<file path="src/rtl/conv_ctrl_params.svh">
`ifndef CONV_CTRL_PARAMS_SVH
`define CONV_CTRL_PARAMS_SVH

// Register byte offsets
`define OFS_ADC_CONTROL 12'h000
`define OFS_ADC_FORMAT 12'h004
`define OFS_RESULT_HIGH 12'h008
`define OFS_RESULT_LOW 12'h00C
`define OFS_DAC_CONTROL_ZERO 12'h010
`define OFS_DAC_CONTROL_ONE 12'h014
`define OFS_PIN_STATUS 12'h018

// Field positions
`define BIT_CONV_GO 1
`define BIT_JUSTIFY 7
`define BIT_DAC_EN 7
`define BIT_DAC_OE 5
`define BIT_PSS_HI 3
`define BIT_PSS_LO 2

// Reset values
`define RST_ADC_CONTROL 8'h00
`define RST_ADC_FORMAT 8'h00
`define RST_DAC_ZERO 8'h00
`define RST_DAC_ONE 8'h00

// Timing: default conversion time in cycles
`define CONV_CYCLES_DEFAULT 16

`endif

</file>
<file path="src/rtl/conv_ctrl_pkg.sv">
package conv_ctrl_pkg;
  typedef enum logic [1:0] {
    src_supply,
    src_ext_ref,
    src_fixed_reference,
    src_reserved
  } dac_source_t;

  typedef enum {
    conv_idle,
    conv_busy
  } conv_state_t;
endpackage

</file>
<file path="src/rtl/result_if.sv">
`timescale 1ns/1ps
interface result_if;
  logic load;
  logic justify;
  logic [9:0] conversion_result;
  logic [7:0] high;
  logic [7:0] low;
  modport fmt (input load, input justify, input conversion_result,
    output high, output low);
  modport ctl (output load, output justify, output conversion_result,
    input high, input low);
endinterface

</file>
<file path="src/rtl/result_format.sv">
`timescale 1ns/1ps
module result_format (
  // Clock
  input wire logic pclk,
  // Result path
  result_if.fmt rif
);
  // ------------------------------
  // Result registers
  // ------------------------------
  // No reset: content survives every reset until the next load
  always_ff @(posedge pclk) begin
    if (rif.load) begin
      if (rif.justify) begin
        rif.high <= {6'h00, rif.conversion_result[9:8]}; // RULE1 RULE3
        rif.low <= rif.conversion_result[7:0]; // RULE2
      end else begin
        rif.high <= rif.conversion_result[9:2]; // RULE3
        rif.low <= {rif.conversion_result[1:0], 6'h00}; // RULE3
      end
    end
  end // RULE15
endmodule

</file>
<file path="src/rtl/adc_result_dac_control.sv">
// Summary of operation
// RULE1: Right-justified: result 9:8 in high 1:0
// RULE2: Right-justified: result 7:0 in low register
// RULE3: Justify select picks layout, zeroes unused bits
// RULE4: Go flag starts conversion, clears when done
// RULE5: Software waits acquisition time before go
// RULE6: DAC enabled only while enable bit set
// RULE7: Eight-bit level code picks one of 256
// RULE8: DAC feeds comparator, ADC channel, pin
// RULE9: Pin enable drives DAC, disables digital buffers
// RULE10: Pin reads zero while carrying DAC voltage
// RULE11: Sleep wake leaves DAC control zero unchanged
// RULE12: Software disables DAC before sleep
// RULE13: Reset disables DAC, clears level code
// RULE14: Source select: supply, ext ref, fixed ref
// RULE15: Result registers hold until next conversion
//
// The implementer's own choices: register access over APB and the register offsets.
`timescale 1ns/1ps
`include "conv_ctrl_params.svh"
module adc_result_dac_control #(
  parameter int CONV_CYCLES = `CONV_CYCLES_DEFAULT
) (
  // APB
  input wire logic pclk,
  input wire logic presetn,
  input wire logic psel,
  input wire logic penable,
  input wire logic pwrite,
  input wire logic [11:0] paddr,
  input wire logic [31:0] pwdata,
  output logic [31:0] prdata,
  output logic pready,
  output logic pslverr,
  // Analog converter side
  input wire logic [9:0] conversion_result,
  output logic conv_start,
  // DAC analog controls
  output logic dac_on,
  output logic [7:0] dac_level_code,
  output conv_ctrl_pkg::dac_source_t dac_source_select,
  output logic dac_to_comparator,
  output logic dac_to_adc_channel,
  // DAC output pin
  input wire logic pin_in,
  output logic pin_analog_out,
  output logic pin_digital_off
);
  import conv_ctrl_pkg::*;

  // Counter is 16 bits wide, so longer conversions cannot be timed
  if (CONV_CYCLES < 1 || CONV_CYCLES > 65535) begin : g_bad_cycles
    $error("CONV_CYCLES out of range");
  end

  // ------------------------------
  // Declarations
  // ------------------------------
  logic [7:0] adc_control;
  logic [7:0] adc_format;
  logic [7:0] dac_control_zero;
  logic [7:0] dac_control_one;
  logic pin_sync1;
  logic pin_sync2;
  logic pin_read;
  logic [15:0] conv_count;
  conv_state_t conv_state;
  logic wr;
  logic rd;
  logic mapped;
  logic go_write;
  logic done;
  logic [31:0] next_prdata;
  result_if rif ();

  result_format u_format (
    .pclk(pclk),
    .rif(rif)
  );

  assign wr = psel && penable && pwrite;
  assign rd = psel && !penable && !pwrite;
  assign go_write = wr && paddr == `OFS_ADC_CONTROL &&
    pwdata[`BIT_CONV_GO];
  assign done = conv_state == conv_busy && conv_count == 16'h0000;
  assign rif.load = done;
  assign rif.justify = adc_format[`BIT_JUSTIFY];
  assign rif.conversion_result = conversion_result;

  // ------------------------------
  // APB slave
  // ------------------------------
  // Zero wait states; unmapped addresses error out and read zero
  always_comb begin
    mapped = 1'b1;
    case (paddr)
      `OFS_ADC_CONTROL: next_prdata = {24'h000000, adc_control};
      `OFS_ADC_FORMAT: next_prdata = {24'h000000, adc_format};
      `OFS_RESULT_HIGH: next_prdata = {24'h000000, rif.high};
      `OFS_RESULT_LOW: next_prdata = {24'h000000, rif.low};
      `OFS_DAC_CONTROL_ZERO: next_prdata = {24'h000000, dac_control_zero};
      `OFS_DAC_CONTROL_ONE: next_prdata = {24'h000000, dac_control_one};
      `OFS_PIN_STATUS: next_prdata = {31'h00000000, pin_read};
      default: begin
        next_prdata = 32'h00000000;
        mapped = 1'b0;
      end
    endcase
  end

  always_ff @(posedge pclk or negedge presetn) begin
    if (!presetn) begin
      prdata <= 32'h00000000;
    end else if (rd) begin
      prdata <= next_prdata;
    end
  end

  always_ff @(posedge pclk or negedge presetn) begin
    if (!presetn) begin
      pready <= 1'b0;
      pslverr <= 1'b0;
    end else begin
      pready <= psel && !penable;
      pslverr <= psel && !penable && !mapped;
    end
  end

  // ------------------------------
  // Conversion control
  // ------------------------------
  always_ff @(posedge pclk or negedge presetn) begin
    if (!presetn) begin
      conv_state <= conv_idle;
      conv_count <= 16'h0000;
    end else begin
      case (conv_state)
        conv_idle: begin
          if (go_write) begin
            conv_state <= conv_busy; // RULE4
            conv_count <= 16'(CONV_CYCLES - 1);
          end
        end
        conv_busy: begin
          // A go landing on the completion edge restarts at once
          if (conv_count == 16'h0000) begin
            if (go_write) begin
              conv_count <= 16'(CONV_CYCLES - 1); // RULE4
            end else begin
              conv_state <= conv_idle; // RULE4
            end
          end else begin
            conv_count <= conv_count - 16'h0001;
          end
        end
        default: conv_state <= conv_idle;
      endcase
    end
  end

  always_ff @(posedge pclk or negedge presetn) begin
    if (!presetn) begin
      conv_start <= 1'b0;
    end else begin
      conv_start <= go_write && (conv_state == conv_idle || done); // RULE4
    end
  end

  // Go bit is hardware owned: set by write, cleared on completion
  always_ff @(posedge pclk or negedge presetn) begin
    if (!presetn) begin
      adc_control <= `RST_ADC_CONTROL;
    end else begin
      if (wr && paddr == `OFS_ADC_CONTROL) begin
        adc_control <= pwdata[7:0] & 8'h7D;
      end
      if (go_write || conv_state == conv_busy && !done) begin
        adc_control[`BIT_CONV_GO] <= 1'b1; // RULE4
      end else if (done) begin
        adc_control[`BIT_CONV_GO] <= 1'b0; // RULE4
      end
    end
  end

  always_ff @(posedge pclk or negedge presetn) begin
    if (!presetn) begin
      adc_format <= `RST_ADC_FORMAT;
    end else if (wr && paddr == `OFS_ADC_FORMAT) begin
      adc_format <= pwdata[7:0] & 8'h80;
    end
  end

  // ------------------------------
  // DAC control
  // ------------------------------
  // Sleep is not a reset here, so control zero just holds
  always_ff @(posedge pclk or negedge presetn) begin
    if (!presetn) begin
      dac_control_zero <= `RST_DAC_ZERO; // RULE13
    end else if (wr && paddr == `OFS_DAC_CONTROL_ZERO) begin
      dac_control_zero <= pwdata[7:0] & 8'hAC; // RULE11
    end
  end

  always_ff @(posedge pclk or negedge presetn) begin
    if (!presetn) begin
      dac_control_one <= `RST_DAC_ONE; // RULE13
    end else if (wr && paddr == `OFS_DAC_CONTROL_ONE) begin
      dac_control_one <= pwdata[7:0];
    end
  end

  always_ff @(posedge pclk or negedge presetn) begin
    if (!presetn) begin
      dac_on <= 1'b0;
      dac_level_code <= 8'h00;
      dac_source_select <= src_supply;
      dac_to_comparator <= 1'b0;
      dac_to_adc_channel <= 1'b0;
      pin_analog_out <= 1'b0;
      pin_digital_off <= 1'b0;
    end else begin
      dac_on <= dac_control_zero[`BIT_DAC_EN]; // RULE6
      dac_level_code <= dac_control_one; // RULE7
      dac_source_select <= dac_source_t'(
        dac_control_zero[`BIT_PSS_HI:`BIT_PSS_LO]); // RULE14
      dac_to_comparator <= dac_control_zero[`BIT_DAC_EN]; // RULE8
      dac_to_adc_channel <= dac_control_zero[`BIT_DAC_EN]; // RULE8
      pin_analog_out <= dac_control_zero[`BIT_DAC_EN] &&
        dac_control_zero[`BIT_DAC_OE]; // RULE9
      pin_digital_off <= dac_control_zero[`BIT_DAC_OE]; // RULE9
    end
  end

  // ------------------------------
  // Pin read-back
  // ------------------------------
  always_ff @(posedge pclk or negedge presetn) begin
    if (!presetn) begin
      pin_sync1 <= 1'b0;
      pin_sync2 <= 1'b0;
    end else begin
      pin_sync1 <= pin_in;
      pin_sync2 <= pin_sync1;
    end
  end

  assign pin_read = pin_sync2 && !dac_control_zero[`BIT_DAC_OE]; // RULE10
endmodule

</file>
<file path="config.mk">
export PLATFORM = sky130hd
export DESIGN_NAME = adc_result_dac_control
export DESIGN_NICKNAME = d
export VERILOG_FILES = /design/src/rtl/conv_ctrl_pkg.sv /design/src/rtl/result_if.sv /design/src/rtl/result_format.sv /design/src/rtl/adc_result_dac_control.sv
export VERILOG_INCLUDE_DIRS = /design/src /design/src/rtl
export SDC_FILE = /design/constraint.sdc
export NUM_CORES = 1
export LEC_CHECK = 0
export ABC_CLOCK_PERIOD_IN_PS = 6400
export BUFFER_PORTS_ARGS = -buffer_cell sky130_fd_sc_hd__buf_2
export CAP_MARGIN = 15
export CORE_MARGIN = 8
export CORE_UTILIZATION = 45
export DETAILED_ROUTE_END_ITERATION = 8
export HOLD_SLACK_MARGIN = 0.06
export PLACE_DENSITY = 0.8
export SLEW_MARGIN = 20
export SYNTH_ARGS = -nofsm -noshare
export SYNTH_HDL_FRONTEND = slang
export SYNTH_HIERARCHICAL = 1
export SYNTH_SLANG_ARGS = --single-unit
</file>
<file path="constraint.sdc">
create_clock -name pclk -period 6.4 [get_ports pclk]
set_clock_uncertainty 0.1 [all_clocks]
set_input_delay 0.96 -clock pclk [delete_from_list [all_inputs] [get_ports pclk]]
set_output_delay 0.96 -clock pclk [all_outputs]
set_load 0.005 [all_outputs]
</file>
==> flow_summary.ini, run 1 <==
[logic_synthesis]
synth_xor_area_share_pct = 0.232
synth_most_common_cell = dfrtp_1
synthArstFlopShare_pct = 79.7
synth.area.mux_share_pct = 10.5
synth_top_family_by_area = simple AND/OR/NAND/NOR gates
syn_inst = 322
synth-edff-count = 16
yosysTopAreaCellShare_pct = 41.7
synth_area_per_cell_sq_um = 11.7
ys_warn_count = 6
synth_common_cells = 63 x dfrtp_1, 26 x buf_4, 22 x mux2_2
ys.flop_type = dfrtp_1
synth-simple-area-share_pct = 16.3
synth.distinct_cells = 56
synth_compound_area_share_pct = 10.1
ys_top_cells_by_area = dfrtp_1 42%, edfxtp_1 13%, mux2_2 6.5%, buf_4 5.2%, mux2i_1 2.4%
synth_fa_ha_area_share_pct = 0.662
synth_top_cell_by_area = dfrtp_1
synth_area_sq_um = 3780
ys_seq_elements = 79
seq_area_frac_synth_pct = 54.4

[floorplanning]
coreArea_sq_um = 8180
rows = 33
die_w_microns = 108
die_area_sq_um = 11600
io_pins = 110
die_y_microns = 108
initial_utilization_pct = 46.3

[timing]
setup_viol = 0
timing.final.crit_period_ns = 2.91
fin_hold_ws_ns = 0.251
worst_pin_slew_ns = 0.765
final.setup.tns_ns = 0
rsz0062_at_grt = no
relSlewSlack_pct = 48.6
finalHoldViolCount = 0
finalMaxSlewViolations = 0
timing.fmax_mhz = 344
period_share_pct = 45.5

[worst_hold_path]
min_path_type = register to register

[detailed_routing]
detail_route.first_pass.iterations = 4
vias_per_cell = 5.36
vias = 2621
post_drt_wl_per_cell_microns = 17.2
drt-total-wl_microns = 8420
drtAntennaViolNets = 0
drtIter0Drc = 146
drc = 0

[cts]
cts.htree.levels = 3
post_cts_resized = 0
clock_latency_ns = 0.35
numCtsBuffers = 9
root_buffer = clkbuf_8
cts_hold_buf = 0
clk_pin_slew_ns = 0.08
numClockSinks = 79
cts_setup_buffers = 0
cts_tree = built
clock_path_buffers = 2

[flow_run]
max-cap-violations = 0

[setup_path]
worst-setup-path-type = input port to register
reg2reg_setup_slack_ns = 3.94
startpoint_type = input port
cp-end-kind = register
worstPathRequired_ns = 6.52
worstPathMaxFanout = 20
crit_arrival_ns = 3.03

[finish]
nets = 442
drive_above_1_share_pct = 29.2
stdcell_count = 489
area_delta_synth_final_pct = 11.6
diodes = 0

[power]
leakagePower_nw = 1.99
p_total_w = 0.000890
ir_drop_mv = 0.102
power.density_nw_per_um2 = 211

[status]
status = finished, final reports clean

[grt]
first_global_vias = 2684
overflow = 0
track_usage_pct = 15.1
grt_first_pass_wirelength_microns = 13700
grt_max_degree = 64
antenna_found_initial = 0

[placement]
port_buffers = 61
dp_hpwl_microns = 6160
dp.cells = 474
gp_congestion = 0.864
-- layout by cell type (no fill, tap or decap), types with 4 or more instances in the layout --
cell and instances:
dfrtp_1 63, clkbuf_8 10, nand2_1 15, mux2_2 22
a22o_1 6, and3_1 5, o22ai_1 5, mux2i_1 9
nand2b_1 7, nand4_1 4, edfxtp_1 16, mux2_4 4
and2_1 8, inv_1 9, o21ai_0 11, conb_1 24
a21oi_1 11, a22oi_1 7, buf_2 61, nand3_1 4
nor2_1 18, nor2b_1 8, o31ai_1 4
-- power breakdown --
group          internal [W]  switching (W)  total (W)
combinational     0.0000178      0.0000312  0.0000491
clock              0.000150       0.000175   0.000326
sequential         0.000515     0.00000128   0.000516
total              0.000683       0.000208   0.000890
-- stage by stage --
step / util (%) / worst slack (ns) / area (sq um)
after global placement: 49.6 / 3.14 / 4060
final: 51.6 / 3.49 / 4220
after floorplan: - / 3.61 / 3870
after detailed placement: 49.6 / 3.10 / 4060
after CTS: 51.6 / 3.47 / 4220
after global routing: 51.6 / 3.33 / 4220
-- state kept, by name, indices dropped and copies added (netlist names) --
name,count
pslverr,1
dac_control_one,8
conv_state,1
pin_sync1,1
pin_digital_off,1
pready,1
pin_analog_out,1
u_format/rif.low,8
conv_start,1
prdata,8
pin_sync2,1
conv_count,16
adc_format,1
dac_control_zero,4
u_format/rif.high,8
dac_level_code,8
dac_source_select,2
adc_control,7
dac_to_adc_channel,1
-- layout make-up --
cell class	instances	area [sq um]
clock buffer	12	145
clock inverter	3	21.3
fill	722	3950
inverter	9	33.8
multi-input combinational	219	1520
sequential	79	2060
tap	105	131
timing repair buffer	62	313
-- worst max-delay path: stages --
cell and delay (ns):
buf_2 0.24, or4_4 0.59, nor4_4 0.59, nand2_1 0.23
nor2_1 0.29, o21bai_1 0.12
-- cell families after synthesis --
kind of cell / Yosys count
xor+xnor: 1
compound gates: 58
flops: 79
fa+ha+maj: 2
other cells: 1
mux: 35
buf+inv: 47
simple gates: 99
-- metal layers --
metal	global-route usage (%)	part of all wire, %
met5	0	0
met4	9.02	2.5
met3	3.23	7.3
met2	24.4	47
met1	18.1	43
-- path summary, 6_finish.rpt --
check / startpoint / endpoint / depth (start not counted)
worst max-delay path: paddr[2] / conv_count[5]$_DFF_PN0_ / 6
worst min-delay path: pin_sync1$_DFF_PN0_ / pin_sync2$_DFF_PN0_ / 0
worst max register to register: conv_count[0]$_DFF_PN0_ / conv_count[14]$_DFF_PN0_ / 7
worst min register to register: pin_sync1$_DFF_PN0_ / pin_sync2$_DFF_PN0_ / 0
max in group asynchronous: presetn / conv_count[14]$_DFF_PN0_ / 2
min in group asynchronous: presetn / dac_control_one[5]$_DFFE_PN0P_ / 2
(Power assumes the default switching activity.)
==> inputs of run 2 (changes only) <==
ABC_CLOCK_PERIOD_IN_PS = 2900   (was 6400)
clock period = 2.9 ns   (was 6.4 ns; I/O delays follow)
==> run 2 against run 1 <==
  * Combinational power up 130%
  * Critical path type is now register to register
  * Worst hold slack lost 0.16 ns
  * Non-clock buffer count increased by 4
  * Final cell count rose by 1.0%
  * Cell area increased by 1.9%
  * Critical endpoint is now conv_count[0]$_DFF_PN0_
  * Highest routed layer unchanged
  * Sequential power rose by 120%
  * Die area did not move
  * Global-route usage shrank 0.34 points
  * Largest cell class unchanged
  * Wire length down 0.89%
  * Register-to-register slack worse by 3.5 ns
  * Sequential share of layout area shrank 0.89 points
  * Sequential cell count stayed put
==> flow_summary.ini, run 2 (synthesized netlist as in run 1, its figures left out) <==
[status]
status = finished, final reports clean

[detailed_routing]
vias = 2616
detail_route.first_pass.iterations = 4
wl_met1_microns = 3560
dr_wl_met2_microns = 4000
drtIter0Drc = 147
routed.top_layer = met4
dr_wl_met3_microns = 591
drc = 0
drt-total-wl_microns = 8350
vias_per_cell = 5.30
drtAntennaViolNets = 0
post_drt_wl_per_cell_microns = 16.9

[worst_hold_path]
hold_depth = 1
min_from = pin_in
min_path_type = input port to register

[floorplanning]
die_y_microns = 108
initial_utilization_pct = 46.3
rows = 33
io_pins = 110
die_area_sq_um = 11600
die_w_microns = 108
coreArea_sq_um = 8180

[timing]
relSlewSlack_pct = 59.3
finalHoldViolCount = 0
setup_viol = 0
period_share_pct = 83.3
final.setup.tns_ns = 0
timing.final.crit_period_ns = 2.42
rsz0062_at_grt = no
timing.fmax_mhz = 414
finalMaxSlewViolations = 0
worst_pin_slew_ns = 0.605

[finish]
area_delta_synth_final_pct = 13.7
utilization_pct = 52.6
final_cell_mix = 63 x dfrtp_1, 61 x buf_2, 24 x conb_1
drive_above_1_share_pct = 29.8
nets = 446
final.fill_count = 716
largest_reg_flops = 16
largest-register = conv_count
final_common_cell = dfrtp_1
diodes = 0

[cts]
cts.htree.levels = 3
clk_pin_slew_ns = 0.08
numClockSinks = 79
clock_path_buffers = 2
post_cts_resized = 0
numCtsBuffers = 9
root_buffer = clkbuf_8
cts_setup_buffers = 0
clock_latency_ns = 0.34
cts_tree = built

[setup_path]
cp-end-kind = register
worst-path-stages = 7
cp_slowest_stage_delay_ns = 0.39
crit_arrival_ns = 2.52
reg2regPathDepth = 7
cp.buffers_inverters = 1
crit_path_top_delay_cell = dfrtp_1
reg2reg_from = conv_count[0]$_DFF_PN0_
path_cells = inv_1 -> ha_1 -> nor4b_2 -> nand3_1 -> o21a_1 -> a21oi_2 -> mux2i_1
startpoint_type = register
startpoint = conv_count[0]$_DFF_PN0_
worstPathMaxFanout = 10
worstPathRequired_ns = 3.00
crit_family = compound AO/OA/AOI/OAI gates
worst-setup-path-type = register to register

[power]
internal-power_w = 0.00160
p_seq_share_pct = 55.1
leakagePower_nw = 2.03
ir_drop_mv = 0.215
p_sw_share_pct = 22.4
comb_power_share_pct = 5.4
power.density_nw_per_um2 = 480
clockPowerShare_pct = 39.5
switchingPower_w = 0.000462

[grt]
overflow = 0
antenna_found_initial = 0
grt_max_degree = 58
track_usage_pct = 14.8
first_global_vias = 2677
grt_first_pass_wirelength_microns = 13400

[placement]
port_buffers = 61
gp_congestion = 0.924
dp_hpwl_microns = 6260

[flow_run]
max-cap-violations = 0
-- run 2: cell types whose count changed in the layout (fill, tap and decap cells not counted), sizes merged --
cell | before | now
dlygate4sd3 | 0 | 1
buf | 62 | 65
inv | 10 | 9
clkinv | 1 | 2
bufinv | 0 | 1
-- run 2: power by group through the flow --
stage	Combinational, W	Clock, W	Sequential [W]
after CTS	0.000113	0.000834	0.00114
after detailed placement	0.000111	0	0.00116
after global placement	0.000108	0	0.00116
final	0.000112	0.000815	0.00114
after floorplan	0.0000728	0	0.00116
after global routing	0.000126	0.000891	0.00114
-- run 2: cell type report --
type	count	area (sq um)	area share [%]
repair buffers	66	358	8.32
flip-flops and latches	79	2060	47.8
inverters	9	33.8	0.786
well taps	105	131	3.05
multi-input cells	219	1520	35.4
clock inverters	4	55.1	1.28
clock buffers	12	145	3.38
-- run 2: final timing paths --
check / to / slack, ns
max in group asynchronous: conv_start$_DFF_PN0_ / 1.80
worst max register to register: conv_count[0]$_DFF_PN0_ / 0.48
worst min register to register: pin_sync2$_DFF_PN0_ / 0.26
worst min-delay path: pin_sync1$_DFF_PN0_ / 0.09
min in group asynchronous: dac_control_one[0]$_DFFE_PN0P_ / 0.36
worst max-delay path: conv_count[0]$_DFF_PN0_ / 0.48
-- run 2: routing by layer --
metal,global-route usage [%],vias up
met2,23.6,101
met5,0,-
met4,7.14,0
met1,18.2,1262
met3,3.65,15
li1,-,1238
-- run 2: per-stage QoR --
step / total power [W] / std cells / hold WS [ns] / setup slack [ns] / area (sq um)
2_1_floorplan: 0.00123 / 345 / 0.0394 / 0.630 / 3870
3_3_place_gp: 0.00127 / 477 / 0.179 / 0.372 / 4090
3_5_place_dp: 0.00127 / 477 / 0.186 / 0.342 / 4090
4_1_cts: 0.00208 / 494 / 0.0738 / 0.521 / 4300
5_1_grt: 0.00216 / 494 / 0.0698 / 0.305 / 4300
6_report: 0.00207 / 494 / 0.0886 / 0.484 / 4300
-- run 2: repair_timing --
item / CTS / global route
hold endpoints to repair: 6 / 0
hold buffers: 1 / 0
setup endpoints to repair: 0 / 0
==> inputs of run 3 (changes only) <==
ABC_AREA = 1   (was unset)
ABC_CLOCK_PERIOD_IN_PS = 2029   (was 2900)
PLACE_DENSITY = 0.82   (was 0.8)
clock period = 2.03 ns   (was 2.9 ns; I/O delays follow)
==> run 3 against run 2 <==
  * Clock power increased by 52%
  * Die area increased by 6.6%
  * Combinational power increased by 29%
  * Sequential share of layout area decreased by 3.6 points
  * Sequential cell count unchanged
==> flow_summary.ini, run 3 <==
[status]
status = finished, final reports clean

[worst_hold_path]
hold_depth = 3
min_path_type = input port to register

[floorplanning]
die_y_microns = 111
io_pins = 110
die_w_microns = 111
coreArea_sq_um = 8760
initial_utilization_pct = 46.5
die_area_sq_um = 12400
rows = 34

[timing]
timing.final.crit_period_ns = 1.80
fin_hold_ws_ns = 0.0820
setup_viol = 0
rsz0062_at_grt = no
finalMaxSlewViolations = 0
worst_pin_slew_ns = 0.534
period_share_pct = 88.5
relSlewSlack_pct = 64.4
timing.fmax_mhz = 557
finalHoldViolCount = 0
final.setup.tns_ns = 0
fin_ws_ns = 0.233

[logic_synthesis]
ys_top_cells_by_area = dfrtp_1 39%, nand2_1 12%, edfxtp_1 12%, nand3_1 7.4%, inv_1 5.7%
synth_top_family_by_area = simple AND/OR/NAND/NOR gates
synth_fa_ha_area_share_pct = 0.614
yosysTopAreaCellShare_pct = 38.7
ys_seq_elements = 79
synth-edff-count = 16
synth_top_cell_by_area = dfrtp_1
synth_area_per_cell_sq_um = 8.30
synth.area.mux_share_pct = 0
synthArstFlopShare_pct = 79.7
synth.distinct_cells = 32
syn_inst = 491
seq_area_frac_synth_pct = 50.5
synth-simple-area-share_pct = 30.0
synth_compound_area_share_pct = 3.78
synth_xor_area_share_pct = 1.72
ys.flop_type = dfrtp_1
synth_common_cells = 132 x nand2_1, 63 x dfrtp_1, 62 x inv_1
synth_area_sq_um = 4080
ys_warn_count = 6
synth_most_common_cell = nand2_1

[setup_path]
cp-end-kind = register
startpoint_type = register
worstPathRequired_ns = 2.00
reg2regPathDepth = 7
worst-setup-path-type = register to register
reg2reg_setup_slack_ns = 0.23
reg2reg_to = u_format/rif.low[1]$_SDFFCE_PN0P_
reg2reg_from = conv_count[1]$_DFF_PN0_
worstPathMaxFanout = 16
startpoint = conv_count[1]$_DFF_PN0_
crit_end = u_format/rif.low[1]$_SDFFCE_PN0P_
crit_arrival_ns = 1.77

[cts]
numCtsBuffers = 9
clock_path_buffers = 2
clock_latency_ns = 0.36
root_buffer = clkbuf_8
cts_setup_buffers = 0
cts.htree.levels = 3
numClockSinks = 79
clk_pin_slew_ns = 0.09
cts_tree = built

[placement]
gp_congestion = 0.892
pre_cts_ws_ns = 0.265
port_buffers = 61
placed_area_sq_um = 4400
dp_hpwl_microns = 6610

[grt]
grt_first_pass_wirelength_microns = 15100
overflow = 0
first_global_vias = 3248
antenna_found_initial = 0
track_usage_pct = 14.7
grt_max_degree = 64

[detailed_routing]
vias_per_cell = 4.77
drtIter0Drc = 239
detail_route.first_pass.iterations = 5
drt-total-wl_microns = 8880
vias = 3218
drtAntennaViolNets = 0
post_drt_wl_per_cell_microns = 13.2
drc = 0

[finish]
nets = 624
area_delta_synth_final_pct = 14.2
final_cell_mix = 132 x nand2_1, 63 x dfrtp_1, 62 x inv_1
stdcell_area_sq_um = 4650
final_common_cell = nand2_1
largest_reg_flops = 16
drive_above_1_share_pct = 20.5
largest-register = conv_count
diodes = 0

[power]
power.density_nw_per_um2 = 646
ir_drop_mv = 0.324
leakagePower_nw = 2.50

[flow_run]
max-cap-violations = 0
-- run 3: critical path, cell delays in order (launching register included) --
cell and delay [ns]:
dfrtp_1 0.39, inv_1 0.13, ha_1 0.18, nand2_1 0.06
nor2_1 0.18, nand2_4 0.14, nor2_2 0.16, buf_12 0.17
-- run 3: how the worst min path moves through the flow --
stage | startpoint | to | slack [ns]
2_1_floorplan | presetn | adc_control[0]$_DFFE_PN0P_ | -0.09
3_3_place_gp | presetn | pin_sync1$_DFF_PN0_ | 0.23
3_5_place_dp | presetn | pin_sync1$_DFF_PN0_ | 0.24
4_1_cts | pwdata[0] | adc_control[0]$_DFFE_PN0P_ | 0.07
5_1_grt | pwdata[6] | adc_control[6]$_DFFE_PN0P_ | 0.08
6_report | pwdata[0] | adc_control[0]$_DFFE_PN0P_ | 0.08
-- run 3: timing repair --
| action | CTS | global route |
|---|---|---|
| gates resized for setup | 0 | 0 |
| hold endpoints to repair | 65 | 0 |
| endpoints found under the setup margin | 0 | 0 |
| hold buffers | 4 | 0 |
-- run 3: area by class of cell --
type                    count  area, sq um
clock buffers               9          124
multi-input cells         332         1570
repair buffers             73          430
inverters                  67          255
clock inverters             7         87.6
fillers                   787         4110
flip-flops and latches     79         2060
well taps                 108          135
-- run 3: metrics by stage --
| stage | util (%) | power [W] | cells |
|---|---|---|---|
| 6_report | 53.1 | 0.00300 | 675 |
| 5_1_grt | 53.1 | 0.00311 | 675 |
| 4_1_cts | 53.1 | 0.00302 | 675 |
| 3_5_place_dp | 50.2 | 0.00179 | 655 |
| 3_3_place_gp | 50.2 | 0.00179 | 655 |
| 2_1_floorplan | - | 0.00174 | 514 |
-- run 3: kinds of logic after synthesis --
group / after synthesis
and+or+nand+nor: 270
buffers and inverters: 103
DFF: 79
AOI/OAI and AO/OA: 28
xor gates and xnor gates: 8
adders and majority gates: 2
other: 1
-- run 3: where the power goes --
part           leakage, nW  internal (W)  total [W]  switching, W
sequential           0.941       0.00162    0.00162    0.00000148
combinational         1.45     0.0000489   0.000145     0.0000959
clock                0.108      0.000598    0.00124      0.000641
-- run 3: layer usage --
layer / share of wire [%] / up-vias / global-route usage (%)
met5: 0 / - / 0
met4: 2.1 / 0 / 7.29
met3: 7.1 / 13 / 4.55
met2: 48 / 113 / 22.9
met1: 43 / 1476 / 17.9
li1: - / 1616 / -
